File: config.mk
export PLATFORM = sky130hd
export DESIGN_NAME = serial_rx
export DESIGN_NICKNAME = d
export VERILOG_FILES = /design/src/verilog/serial_rx.v
export VERILOG_INCLUDE_DIRS = /design/src /design/src/verilog
export SDC_FILE = /design/constraint.sdc
export NUM_CORES = 1
export LEC_CHECK = 0
export BUFFER_PORTS_ARGS = -buffer_cell sky130_fd_sc_hd__buf_2
export CORE_MARGIN = 1.5
export CORE_UTILIZATION = 50
export CTS_BUF_LIST = sky130_fd_sc_hd__clkbuf_4
export CTS_CLUSTER_DIAMETER = 30
export CTS_CLUSTER_SIZE = 8
export DETAILED_ROUTE_END_ITERATION = 6
export PLACE_DENSITY = 0.7
export SETUP_SLACK_MARGIN = 0.1
export SLEW_MARGIN = 20
export SYNTH_ARGS = -nofsm -noshare
export SYNTH_HDL_FRONTEND = slang
export SYNTH_SLANG_ARGS = --single-unit
File: constraint.sdc
create_clock -name ref_clk -period 4.15 [get_ports ref_clk]
set_input_delay 0.2075 -clock ref_clk [delete_from_list [all_inputs] [get_ports ref_clk]]
set_output_delay 0.2075 -clock ref_clk [all_outputs]
set_load 0.03 [all_outputs]
File: src/verilog/serial_rx_defs.vh
// Register offsets, field positions and timing constants of the serial receiver
`ifndef SERIAL_RX_DEFS_VH
`define SERIAL_RX_DEFS_VH
// Register word addresses, compared directly with the Avalon-MM word address
`define OFS_SYSTEM_CLOCK_CONFIG     4'h0
`define OFS_BAUD_GENERATOR_CONTROL  4'h1
`define OFS_BAUD_FRACTION_REGISTER  4'h2
`define OFS_SERIAL_CONTROL_REGISTER 4'h3
`define OFS_SERIAL_MODE_REGISTER    4'h4
`define OFS_RECEIVE_SECOND_BUFFER   4'h5
`define OFS_RECEIVE_STATUS          4'h6
// Baud generator control fields
`define BGC_DIV_LSB    0
`define BGC_CK_LSB     4
`define BGC_FRAC_EN    6
// Serial control fields
`define SCR_EDGE       0
`define SCR_DIR        1
`define SCR_RX_EN      2
// Serial mode fields
`define SMR_SRC_LSB    0
`define SMR_MODE_LSB   2
// Mode encodings
`define MODE_SYNC      2'h0
`define MODE_UART7     2'h1
`define MODE_UART8     2'h2
`define MODE_UART9     2'h3
// Asynchronous clock sources
`define SRC_TIMER      2'h0
`define SRC_BAUD       2'h1
`define SRC_SYSCLK     2'h2
`define SRC_EXTPIN     2'h3
// Reset values
`define RST_SYSCFG     8'h00
`define RST_BGC        8'h01
`define RST_FRAC       8'h00
`define RST_SCR        8'h00
`define RST_SMR        8'h05
// Oversampling, sample points and prescaler quarter phase
`define OVERSAMPLE     5'h10
`define SAMPLE_A       4'h6
`define SAMPLE_B       4'h7
`define SAMPLE_C       4'h8
`define PRE_QUARTER    2'h3
`endif

File: src/verilog/serial_rx.v
// Serial clocking chain and receive path with Avalon-MM registers
//
// Decided for this implementation: the placing of the registers and the Avalon-MM register port.
`timescale 1ns/10ps
`include "serial_rx_defs.vh"
// What this block does
// - Six-bit prescaler runs at quarter source rate
// - Prescaler taps divide by 1, 4, 16, 64
// - Prescaler runs only when baud generator selected
// - Two-bit field picks generator input tap
// - Integer division by N from 1 to 16
// - Fraction ignored while fractional division off
// - Fractional division by N plus (16-K)/16
// - Sync output clock halves generator output
// - Sync input clock uses pin, edge selected
// - Async clock from generator, sysclk, timer, pin
// - Timer source gives bit per 16 pulses
// - Four-bit counter, 16 clocks, samples 7-9
// - Each async bit is majority of three samples, except with sysclk source (one sample)
// - Start valid when two samples are zero
// - Sync mode samples on selected clock edge
// - First buffer fills, moves to second, done pulse
// - Modes: sync, 7-bit, 8-bit, 9-bit async
// - Ninth bit flags address versus data
// - Overrun loses new character, keeps second buffer
module serial_rx (
  input  wire        ref_clk,        // System clock, 100 MHz
  input  wire        reset_n,        // Asynchronous reset, active low
  input  wire [3:0]  avs_address,    // Word address
  input  wire        avs_read,       // Read strobe
  input  wire        avs_write,      // Write strobe
  input  wire [31:0] avs_writedata,  // Write data
  input  wire [3:0]  avs_byteenable, // Byte lanes
  output reg  [31:0] avs_readdata,   // Read data
  output reg         avs_waitrequest,// Stall
  input  wire        rx_data,        // Receive data pin
  input  wire        sclk_in,        // Serial clock pin input
  input  wire        timer_trigger_output, // Timer trigger pulse
  output reg         sclk_out,       // Serial clock pin output
  output reg         sclk_oe_n,      // Low while driving clock pin
  output reg         receive_done_interrupt, // One-cycle done pulse
  output reg         overrun_ff      // Overrun level flag
);
  // ==========================================================
  // Registers
  reg [7:0] system_clock_config_ff;
  reg [7:0] baud_generator_control_ff;
  reg [7:0] baud_fraction_register_ff;
  reg [7:0] serial_control_register_ff;
  reg [7:0] serial_mode_register_ff;
  reg [8:0] receive_second_buffer_ff;
  reg       full_ff;
  reg       access_ff;

  wire [1:0] prescaler_source_select  = system_clock_config_ff[1:0];
  wire [3:0] integer_divisor_field    =
    baud_generator_control_ff[`BGC_DIV_LSB+3:`BGC_DIV_LSB];
  wire [1:0] generator_input_select   =
    baud_generator_control_ff[`BGC_CK_LSB+1:`BGC_CK_LSB];
  wire       fractional_divide_enable =
    baud_generator_control_ff[`BGC_FRAC_EN];
  wire [3:0] fraction_field           = baud_fraction_register_ff[3:0];
  wire       serial_clock_edge_select =
    serial_control_register_ff[`SCR_EDGE];
  wire       serial_clock_direction   =
    serial_control_register_ff[`SCR_DIR];
  wire       rx_enable = serial_control_register_ff[`SCR_RX_EN];
  wire [1:0] clock_source_field       =
    serial_mode_register_ff[`SMR_SRC_LSB+1:`SMR_SRC_LSB];
  wire [1:0] mode = serial_mode_register_ff[`SMR_MODE_LSB+1:`SMR_MODE_LSB];
  wire       sync_mode = (mode == `MODE_SYNC);

  // ==========================================================
  // Prescaler source: quarter of the gear-selected rate
  reg  [3:0] gear_cnt_ff;
  reg  [1:0] quarter_ff;
  reg        src_tick;
  always @* begin
    case (prescaler_source_select)
      2'h0:    src_tick = 1'b1;
      2'h2:    src_tick = (gear_cnt_ff == 4'hf);
      default: src_tick = 1'b1;
    endcase
  end
  // Uses baud generator only when it feeds the serial clock
  wire use_baud = sync_mode ? ~serial_clock_direction
                            : (clock_source_field == `SRC_BAUD);
  wire pre_tick = use_baud & src_tick & (quarter_ff == `PRE_QUARTER);
  reg  [5:0] pre_ff;
  always @(posedge ref_clk or negedge reset_n) begin
    if (!reset_n) begin
      gear_cnt_ff <= 4'h0;
      quarter_ff  <= 2'h0;
      pre_ff      <= 6'h00;
    end else if (!use_baud) begin
      gear_cnt_ff <= 4'h0;
      quarter_ff  <= 2'h0;
      pre_ff      <= 6'h00;
    end else begin
      gear_cnt_ff <= gear_cnt_ff + 4'h1;
      if (src_tick)
        quarter_ff <= quarter_ff + 2'h1;
      if (pre_tick)
        pre_ff <= pre_ff + 6'h01;
    end
  end
  // Taps: every tick, every 4th, 16th, 64th
  reg tap_tick;
  always @* begin
    case (generator_input_select)
      2'h0:    tap_tick = pre_tick;
      2'h1:    tap_tick = pre_tick & (pre_ff[1:0] == 2'h3);
      2'h2:    tap_tick = pre_tick & (pre_ff[3:0] == 4'hf);
      default: tap_tick = pre_tick & (pre_ff == 6'h3f);
    endcase
  end

  // ==========================================================
  // Baud generator: count in sixteenths to allow fractional N
  reg  [8:0] acc_ff;
  wire [4:0] n_eff = (integer_divisor_field == 4'h0) ? 5'h10
                     : {1'b0, integer_divisor_field};
  // Fraction term is forced to zero when disabled
  wire [4:0] frac = fractional_divide_enable
                    ? (5'h10 - {1'b0, fraction_field}) : 5'h00;
  wire [8:0] period16 = {n_eff, 4'h0} + {4'h0, frac};
  wire [8:0] acc_inc  = acc_ff + 9'h010;
  wire       baud_tick = tap_tick & (acc_inc >= period16);
  always @(posedge ref_clk or negedge reset_n) begin
    if (!reset_n)
      acc_ff <= 9'h000;
    else if (!use_baud)
      acc_ff <= 9'h000;
    else if (tap_tick)
      acc_ff <= baud_tick ? (acc_inc - period16) : acc_inc;
  end

  // ==========================================================
  // Serial clock pin and timer trigger edge detection (pins sampled directly)
  reg sclk_in_d_ff;
  reg trg_d_ff;
  always @(posedge ref_clk or negedge reset_n) begin
    if (!reset_n) begin
      sclk_in_d_ff <= 1'b0;
      trg_d_ff     <= 1'b0;
    end else begin
      sclk_in_d_ff <= sclk_in;
      trg_d_ff     <= timer_trigger_output;
    end
  end
  wire ext_rise = sclk_in & ~sclk_in_d_ff;
  wire ext_fall = ~sclk_in & sclk_in_d_ff;
  wire trg_rise = timer_trigger_output & ~trg_d_ff;

  // ==========================================================
  // Basic serial clock selection
  reg basic_serial_clock;
  always @* begin
    case (clock_source_field)
      `SRC_TIMER:  basic_serial_clock = trg_rise;
      `SRC_BAUD:   basic_serial_clock = baud_tick;
      `SRC_SYSCLK: basic_serial_clock = 1'b1;
      default:     basic_serial_clock = ext_rise;
    endcase
  end
  wire sys_src = (clock_source_field == `SRC_SYSCLK);

  // Sync output clock: toggle on each generator tick, halving it
  reg sync_shift;
  always @(posedge ref_clk or negedge reset_n) begin
    if (!reset_n) begin
      sclk_out  <= 1'b1;
      sclk_oe_n <= 1'b1;
    end else begin
      sclk_oe_n <= ~(sync_mode & ~serial_clock_direction);
      if (sync_mode & ~serial_clock_direction & baud_tick)
        sclk_out <= ~sclk_out;
    end
  end
  always @* begin
    if (!sync_mode)
      sync_shift = 1'b0;
    else if (serial_clock_direction)
      sync_shift = serial_clock_edge_select ? ext_fall : ext_rise;
    else
      sync_shift = baud_tick & (serial_clock_edge_select ? sclk_out
                                                         : ~sclk_out);
  end

  // ==========================================================
  // Receive controller
  localparam ST_IDLE = 3'b001;
  localparam ST_DATA = 3'b010;
  localparam ST_DONE = 3'b100;
  reg [2:0] state_ff;
  reg [3:0] phase_ff;
  reg [2:0] samp_ff;
  reg [3:0] bit_ff;
  reg [8:0] first_buffer_ff;
  // Majority of three samples
  wire maj = (samp_ff[0] & samp_ff[1]) | (samp_ff[0] & samp_ff[2]) |
             (samp_ff[1] & samp_ff[2]);
  // Character bits after start, stop included
  reg [3:0] char_bits;
  always @* begin
    case (mode)
      `MODE_UART7: char_bits = 4'h8;
      `MODE_UART8: char_bits = 4'h9;
      `MODE_UART9: char_bits = 4'ha;
      default:     char_bits = 4'h8;
    endcase
  end
  wire tick_rx = basic_serial_clock & ~sync_mode;
  // Sampling on 7th-9th clock; with sysclk the middle one only
  wire at_eval = sys_src ? (phase_ff == `SAMPLE_B)
                         : (phase_ff == `SAMPLE_C + 4'h1);
  wire bit_val = sys_src ? rx_data : maj;
  reg  done_pulse;
  reg  [8:0] done_char;
  always @(posedge ref_clk or negedge reset_n) begin
    if (!reset_n) begin
      state_ff        <= ST_IDLE;
      phase_ff        <= 4'h0;
      samp_ff         <= 3'h7;
      bit_ff          <= 4'h0;
      first_buffer_ff <= 9'h000;
      done_pulse      <= 1'b0;
      done_char       <= 9'h000;
    end else begin
      done_pulse <= 1'b0;
      if (!rx_enable) begin
        state_ff <= ST_IDLE;
        bit_ff   <= 4'h0;
      end else if (sync_mode) begin
        if (sync_shift) begin
          first_buffer_ff <= {1'b0, rx_data, first_buffer_ff[7:1]};
          if (bit_ff == 4'h7) begin
            bit_ff     <= 4'h0;
            done_pulse <= 1'b1;
            done_char  <= {1'b0, rx_data, first_buffer_ff[7:1]};
          end else
            bit_ff <= bit_ff + 4'h1;
        end
      end else if (tick_rx) begin
        case (state_ff)
          ST_IDLE: begin
            if (!rx_data) begin
              state_ff <= ST_DATA;
              phase_ff <= 4'h1;
              bit_ff   <= 4'h0;
            end
          end
          ST_DATA: begin
            phase_ff <= phase_ff + 4'h1;
            if (phase_ff == `SAMPLE_A || phase_ff == `SAMPLE_B ||
                phase_ff == `SAMPLE_C)
              samp_ff <= {samp_ff[1:0], rx_data};
            if (at_eval) begin
              if (bit_ff == 4'h0) begin
                if (bit_val)
                  state_ff <= ST_IDLE;
                else
                  bit_ff <= 4'h1;
              end else if (bit_ff == char_bits) begin
                state_ff <= ST_DONE; // Stop bit reached
              end else begin
                first_buffer_ff <= {bit_val, first_buffer_ff[8:1]};
                bit_ff <= bit_ff + 4'h1;
              end
            end
          end
          ST_DONE: begin
            state_ff   <= ST_IDLE;
            done_pulse <= 1'b1;
            if (mode == `MODE_UART7)
              done_char <= {2'b00, first_buffer_ff[8:2]};
            else if (mode == `MODE_UART8)
              done_char <= {1'b0, first_buffer_ff[8:1]};
            else
              done_char <= first_buffer_ff;
          end
          default: state_ff <= ST_IDLE;
        endcase
      end
    end
  end
  // The vote waits one tick after the third sample, so all three
  // samples belong to the same bit and none is left from the last.

  // ==========================================================
  // Second buffer and bus slave; read of data clears full
  // Full clears at the edge the read data is latched, so a character
  // landing at that edge is never dropped unseen
  wire rd_data = ~access_ff & avs_read &
                 (avs_address == `OFS_RECEIVE_SECOND_BUFFER);
  wire wr_en   = access_ff & avs_write & avs_byteenable[0];
  always @(posedge ref_clk or negedge reset_n) begin
    if (!reset_n) begin
      receive_second_buffer_ff <= 9'h000;
      full_ff                  <= 1'b0;
      overrun_ff               <= 1'b0;
      receive_done_interrupt   <= 1'b0;
    end else begin
      receive_done_interrupt <= 1'b0;
      if (done_pulse && full_ff && !rd_data) begin
        overrun_ff <= 1'b1;
      end else if (done_pulse) begin
        receive_second_buffer_ff <= done_char;
        full_ff                  <= 1'b1;
        receive_done_interrupt   <= 1'b1;
      end else if (rd_data)
        full_ff <= 1'b0;
      if (wr_en && avs_address == `OFS_RECEIVE_STATUS &&
          avs_writedata[1] && !(done_pulse && full_ff && !rd_data))
        overrun_ff <= 1'b0; // Set wins over clear
    end
  end

  // One wait state per access, then answer; read data is loaded
  // as the request is taken so it already stands at the edge where
  // the master sees waitrequest low
  always @(posedge ref_clk or negedge reset_n) begin
    if (!reset_n) begin
      access_ff                  <= 1'b0;
      avs_waitrequest            <= 1'b1;
      avs_readdata               <= 32'h0000_0000;
      system_clock_config_ff     <= `RST_SYSCFG;
      baud_generator_control_ff  <= `RST_BGC;
      baud_fraction_register_ff  <= `RST_FRAC;
      serial_control_register_ff <= `RST_SCR;
      serial_mode_register_ff    <= `RST_SMR;
    end else begin
      access_ff       <= (avs_read | avs_write) & ~access_ff;
      avs_waitrequest <= ~((avs_read | avs_write) & ~access_ff);
      if (wr_en) begin
        case (avs_address)
          `OFS_SYSTEM_CLOCK_CONFIG:
            system_clock_config_ff <= avs_writedata[7:0];
          `OFS_BAUD_GENERATOR_CONTROL:
            baud_generator_control_ff <= avs_writedata[7:0];
          `OFS_BAUD_FRACTION_REGISTER:
            baud_fraction_register_ff <= avs_writedata[7:0];
          `OFS_SERIAL_CONTROL_REGISTER:
            serial_control_register_ff <= avs_writedata[7:0];
          `OFS_SERIAL_MODE_REGISTER:
            serial_mode_register_ff <= avs_writedata[7:0];
          default: ;
        endcase
      end
      if (avs_read && !access_ff) begin
        case (avs_address)
          `OFS_SYSTEM_CLOCK_CONFIG:
            avs_readdata <= {24'h00_0000, system_clock_config_ff};
          `OFS_BAUD_GENERATOR_CONTROL:
            avs_readdata <= {24'h00_0000, baud_generator_control_ff};
          `OFS_BAUD_FRACTION_REGISTER:
            avs_readdata <= {24'h00_0000, baud_fraction_register_ff};
          `OFS_SERIAL_CONTROL_REGISTER:
            avs_readdata <= {24'h00_0000, serial_control_register_ff};
          `OFS_SERIAL_MODE_REGISTER:
            avs_readdata <= {24'h00_0000, serial_mode_register_ff};
          `OFS_RECEIVE_SECOND_BUFFER:
            avs_readdata <= {23'h00_0000, receive_second_buffer_ff};
          `OFS_RECEIVE_STATUS:
            avs_readdata <= {29'h0000_0000, state_ff != ST_IDLE,
                             overrun_ff, full_ff};
          default: avs_readdata <= 32'h0000_0000;
        endcase
      end
    end
  end
endmodule

==> impl_metrics.py <==
metrics = {
    "critical_path": {
        "cpPeakStageDelay_ns": 0.40,
        "critical_path_class": "reg2reg",
        "critical_path.most_common_cell": "ha_1",
        "crit_path_cell_trace": "inv_1 > ha_1 > nor4bb_1 > ha_1 > ha_1 > a31oi_1 > ha_1 > a21oi_1 > o21ai_0 > a31oi_2 > nand2_2 > a41o_1 > a32oi_4 > clkbuf_2 > mux2_2",
        "end_kind": "flip-flop",
        "slowest_stage": "dfrtp_1",
        "r2r-start": "baud_fraction_register_ff[1]$_DFFE_PN0P_",
        "worst_setup_path_start_kind": "flip-flop",
        "crit_required_ns": 4.57,
        "critPathMaxFanout": 6,
        "startpoint": "baud_fraction_register_ff[1]$_DFFE_PN0P_",
        "arrival_ns": 4.22,
    },
    "power": {
        "power_density_nw_per_um2": 429,
        "total_leakage_power_nw": 3.50,
        "switching_share_pct": 37.1,
        "seqPwrFrac_pct": 46.4,
        "clkPwrFrac_pct": 23.0,
        "p_int_mw": 2.04,
        "p_comb_share_pct": 30.6,
        "p_sw_mw": 1.21,
        "worst_ir_drop_vdd_mv": 0.215,
    },
    "timing": {
        "rsz0062_at_grt": "no",
        "fin_skew_ns": 0.0203,
        "max_slew.worst_pin.slew_ns": 1.07,
        "setup_viol": 0,
        "fin_tns_setup_ns": 0,
        "hold_viol_final": 0,
        "period_needed_ns": 3.80,
        "timing.final.crit_share_pct": 91.6,
        "fin_ws_ns": 0.350,
        "clock.fmax_mhz": 263,
        "slew_violations": 0,
        "relSlewSlack_pct": 27.8,
    },
    "hold_path": {
        "hold_class": "in2reg",
        "min-delay-start": "avs_byteenable[0]",
    },
    "final_layout": {
        "layout_common_cells": "dfrtp_1 (111), nand2_1 (68), nor2_1 (55)",
        "fin_nets": 802,
        "diodes": 0,
        "drive_gt1_share_pct": 21.4,
        "stdcell_area_um2": 7570,
        "syn2layout_area_growth_pct": 9.42,
        "multi_input_area_um2": 3590,
        "nFillCells": 1183,
        "final_cells": 918,
        "ff_latch_area_um2": 3040,
        "finish.utilization_pct": 56.5,
        "mostFrequentLayoutCell": "dfrtp_1",
    },
    "die": {
        "rows": 42,
        "ios": 84,
        "dieHeight_um": 121,
        "die_area_um2": 14600,
        "core-area_um2": 13400,
        "start_util_pct": 51.7,
        "fp.dieW_um": 121,
    },
    "placement": {
        "io_buffers": 33,
        "hpwlAfterDp_um": 10500,
        "gp_congestion": 0.877,
        "placedCellCount": 868,
        "place_ws_ns": 0.313,
        "post_dp_cell_area_um2": 7150,
    },
    "route": {
        "routed.top_layer": "met4",
        "ant_nets": 0,
        "wl_met2_um": 7110,
        "drtPass1Iterations": 7,
        "wirelength_met1_um": 6970,
        "vias_per_cell": 5.69,
        "first_iter_violations": 345,
        "wl_met3_um": 671,
        "wire_per_inst_um": 16.3,
        "dr_total_vias": 5224,
        "finalWirelength_um": 14900,
        "drc_errors": 0,
    },
    "logic_synthesis": {
        "synth_edf_count": 0,
        "netlist_instances": 679,
        "synth_area_per_cell_um2": 10.2,
        "ys_seq_elements": 121,
        "async_flop_share_pct": 100,
        "ys.flop_type": "dfrtp_1",
        "ys_types": 79,
        "synth.cell_area_um2": 6920,
        "synth-seq-area-share_pct": 43.9,
        "synth_warnings": 0,
    },
    "cts": {
        "clockBufferDepth": 2,
        "numCtsBuffers": 17,
        "cts.clk_slew.worst_paths_ns": 0.12,
        "clk_latency_ns": 0.53,
        "cts.sinks": 121,
        "cts_tree": "yes",
        "cts_htree_levels": 4,
        "cts_root_buf": "clkbuf_4",
    },
    "global_route": {
        "antenna_found_initial": 0,
        "grt.total_usage_pct": 21.6,
        "grt-ovfl-total": 0,
        "grt_pass1_wl_um": 24900,
        "grt_start_max_net_pins": 46,
        "grt_pass1_vias": 5092,
    },
    "run_status": {
        "outcome": "completed",
    },
    "flow_run": {
        "max_cap_violations": 0,
    },
}
## layer usage
metal	global-route usage [%]	up-vias
li1	-	2493
met1	29.5	2578
met2	34.4	132
met3	5.38	21
met4	5.88	0
met5	0	-
## cell usage after synthesis, types with 9 or more instances
cell,number,area share (%)
nand3_1,24,1.7
ha_1,25,4.5
xnor2_1,13,1.6
nand2b_1,9,0.81
mux2i_1,17,2.5
inv_1,26,1.4
mux2_2,44,7.2
dfstp_2,10,3.8
o21ai_0,31,2.2
nor2b_1,9,0.81
buf_4,23,2.5
nor2_1,55,3.0
xor2_1,9,1.1
a22o_1,11,1.4
clkbuf_1,18,0.98
nand2_1,69,3.7
mux2_4,9,2.0
dfrtp_1,111,40
a21oi_1,33,2.4
## what timing repair did
item | CTS | global route
gates resized for setup | 0 | 2
hold endpoints to repair | 75 | 0
buffers inserted | 0 | 3
endpoints found under the setup margin | 0 | 14
hold buffers | 15 | 0
## stage by stage
stage	hold slack, ns	total power, mW
floorplan	-0.0881	2.26
global placement	0.249	2.44
detailed placement	0.276	2.50
CTS	0.103	3.26
global route	0.136	3.47
finish	0.140	3.25
## worst max-delay path, delay by kind of cell (launching register included)
family                   cells  cell delay (ns)
multiplexers                 1             0.34
buffers and inverters        2             0.30
adder cells (fa/ha/maj)      4             0.92
flip-flops                   1             0.40
AND/OR/NAND/NOR              2             0.48
AO/OA/AOI/OAI                6             1.22
## final timing paths
| check | cells past startpoint | to | slack [ns] |
|---|---|---|---|
| worst max-delay path | 15 | first_buffer_ff[4]$_DFFE_PN0P_ | 0.35 |
| worst min-delay path | 4 | overrun_ff$_DFFE_PN0P_ | 0.14 |
| worst max register to register | 15 | first_buffer_ff[4]$_DFFE_PN0P_ | 0.35 |
| worst min register to register | 1 | gear_cnt_ff[0]$_DFF_PN0_ | 0.47 |
| max in group asynchronous | 3 | serial_mode_register_ff[0]$_DFFE_PN1P_ | 2.95 |
| min in group asynchronous | 2 | pre_ff[1]$_DFFE_PN0P_ | 0.24 |
## power groups by stage
stage | Combinational [mW] | Sequential, mW | Clock [mW]
floorplan | 0.759 | 1.50 | 0
global placement | 0.928 | 1.52 | 0
CTS | 0.985 | 1.51 | 0.766
detailed placement | 0.969 | 1.53 | 0
global route | 1.12 | 1.53 | 0.820
finish | 0.994 | 1.51 | 0.747
## state kept, by name (all words and copies together) (netlist names), 9 cells and up
register                  cells
done_char                     9
acc_ff                        9
avs_readdata                  9
receive_second_buffer_ff      9
first_buffer_ff               9
## cell type report
cell class | count | area share [%]
Multi-Input combinational cell | 506 | 47.4
Sequential cell | 121 | 40.1
Timing Repair Buffer | 57 | 5.06
Tap cell | 176 | 2.91
Clock buffer | 18 | 1.78
Clock inverter | 14 | 1.44
Inverter | 26 | 1.29
## cell families (layout without fill, tap and decap cells)
kind of cell | count (synthesis) | in the layout | synth area share [%]
xor gates and xnor gates | 22 | 22 | 2.78
AOI/OAI and AO/OA | 138 | 138 | 14.3
DFF | 121 | 121 | 43.9
and+or+nand+nor | 220 | 220 | 15.6
buffers and inverters | 74 | 115 | 5.55
adders and majority gates | 27 | 27 | 4.95
other | 1 | 23 | 0.0542
muxes | 76 | 76 | 12.9
Power figures use the tool's default switching activity.
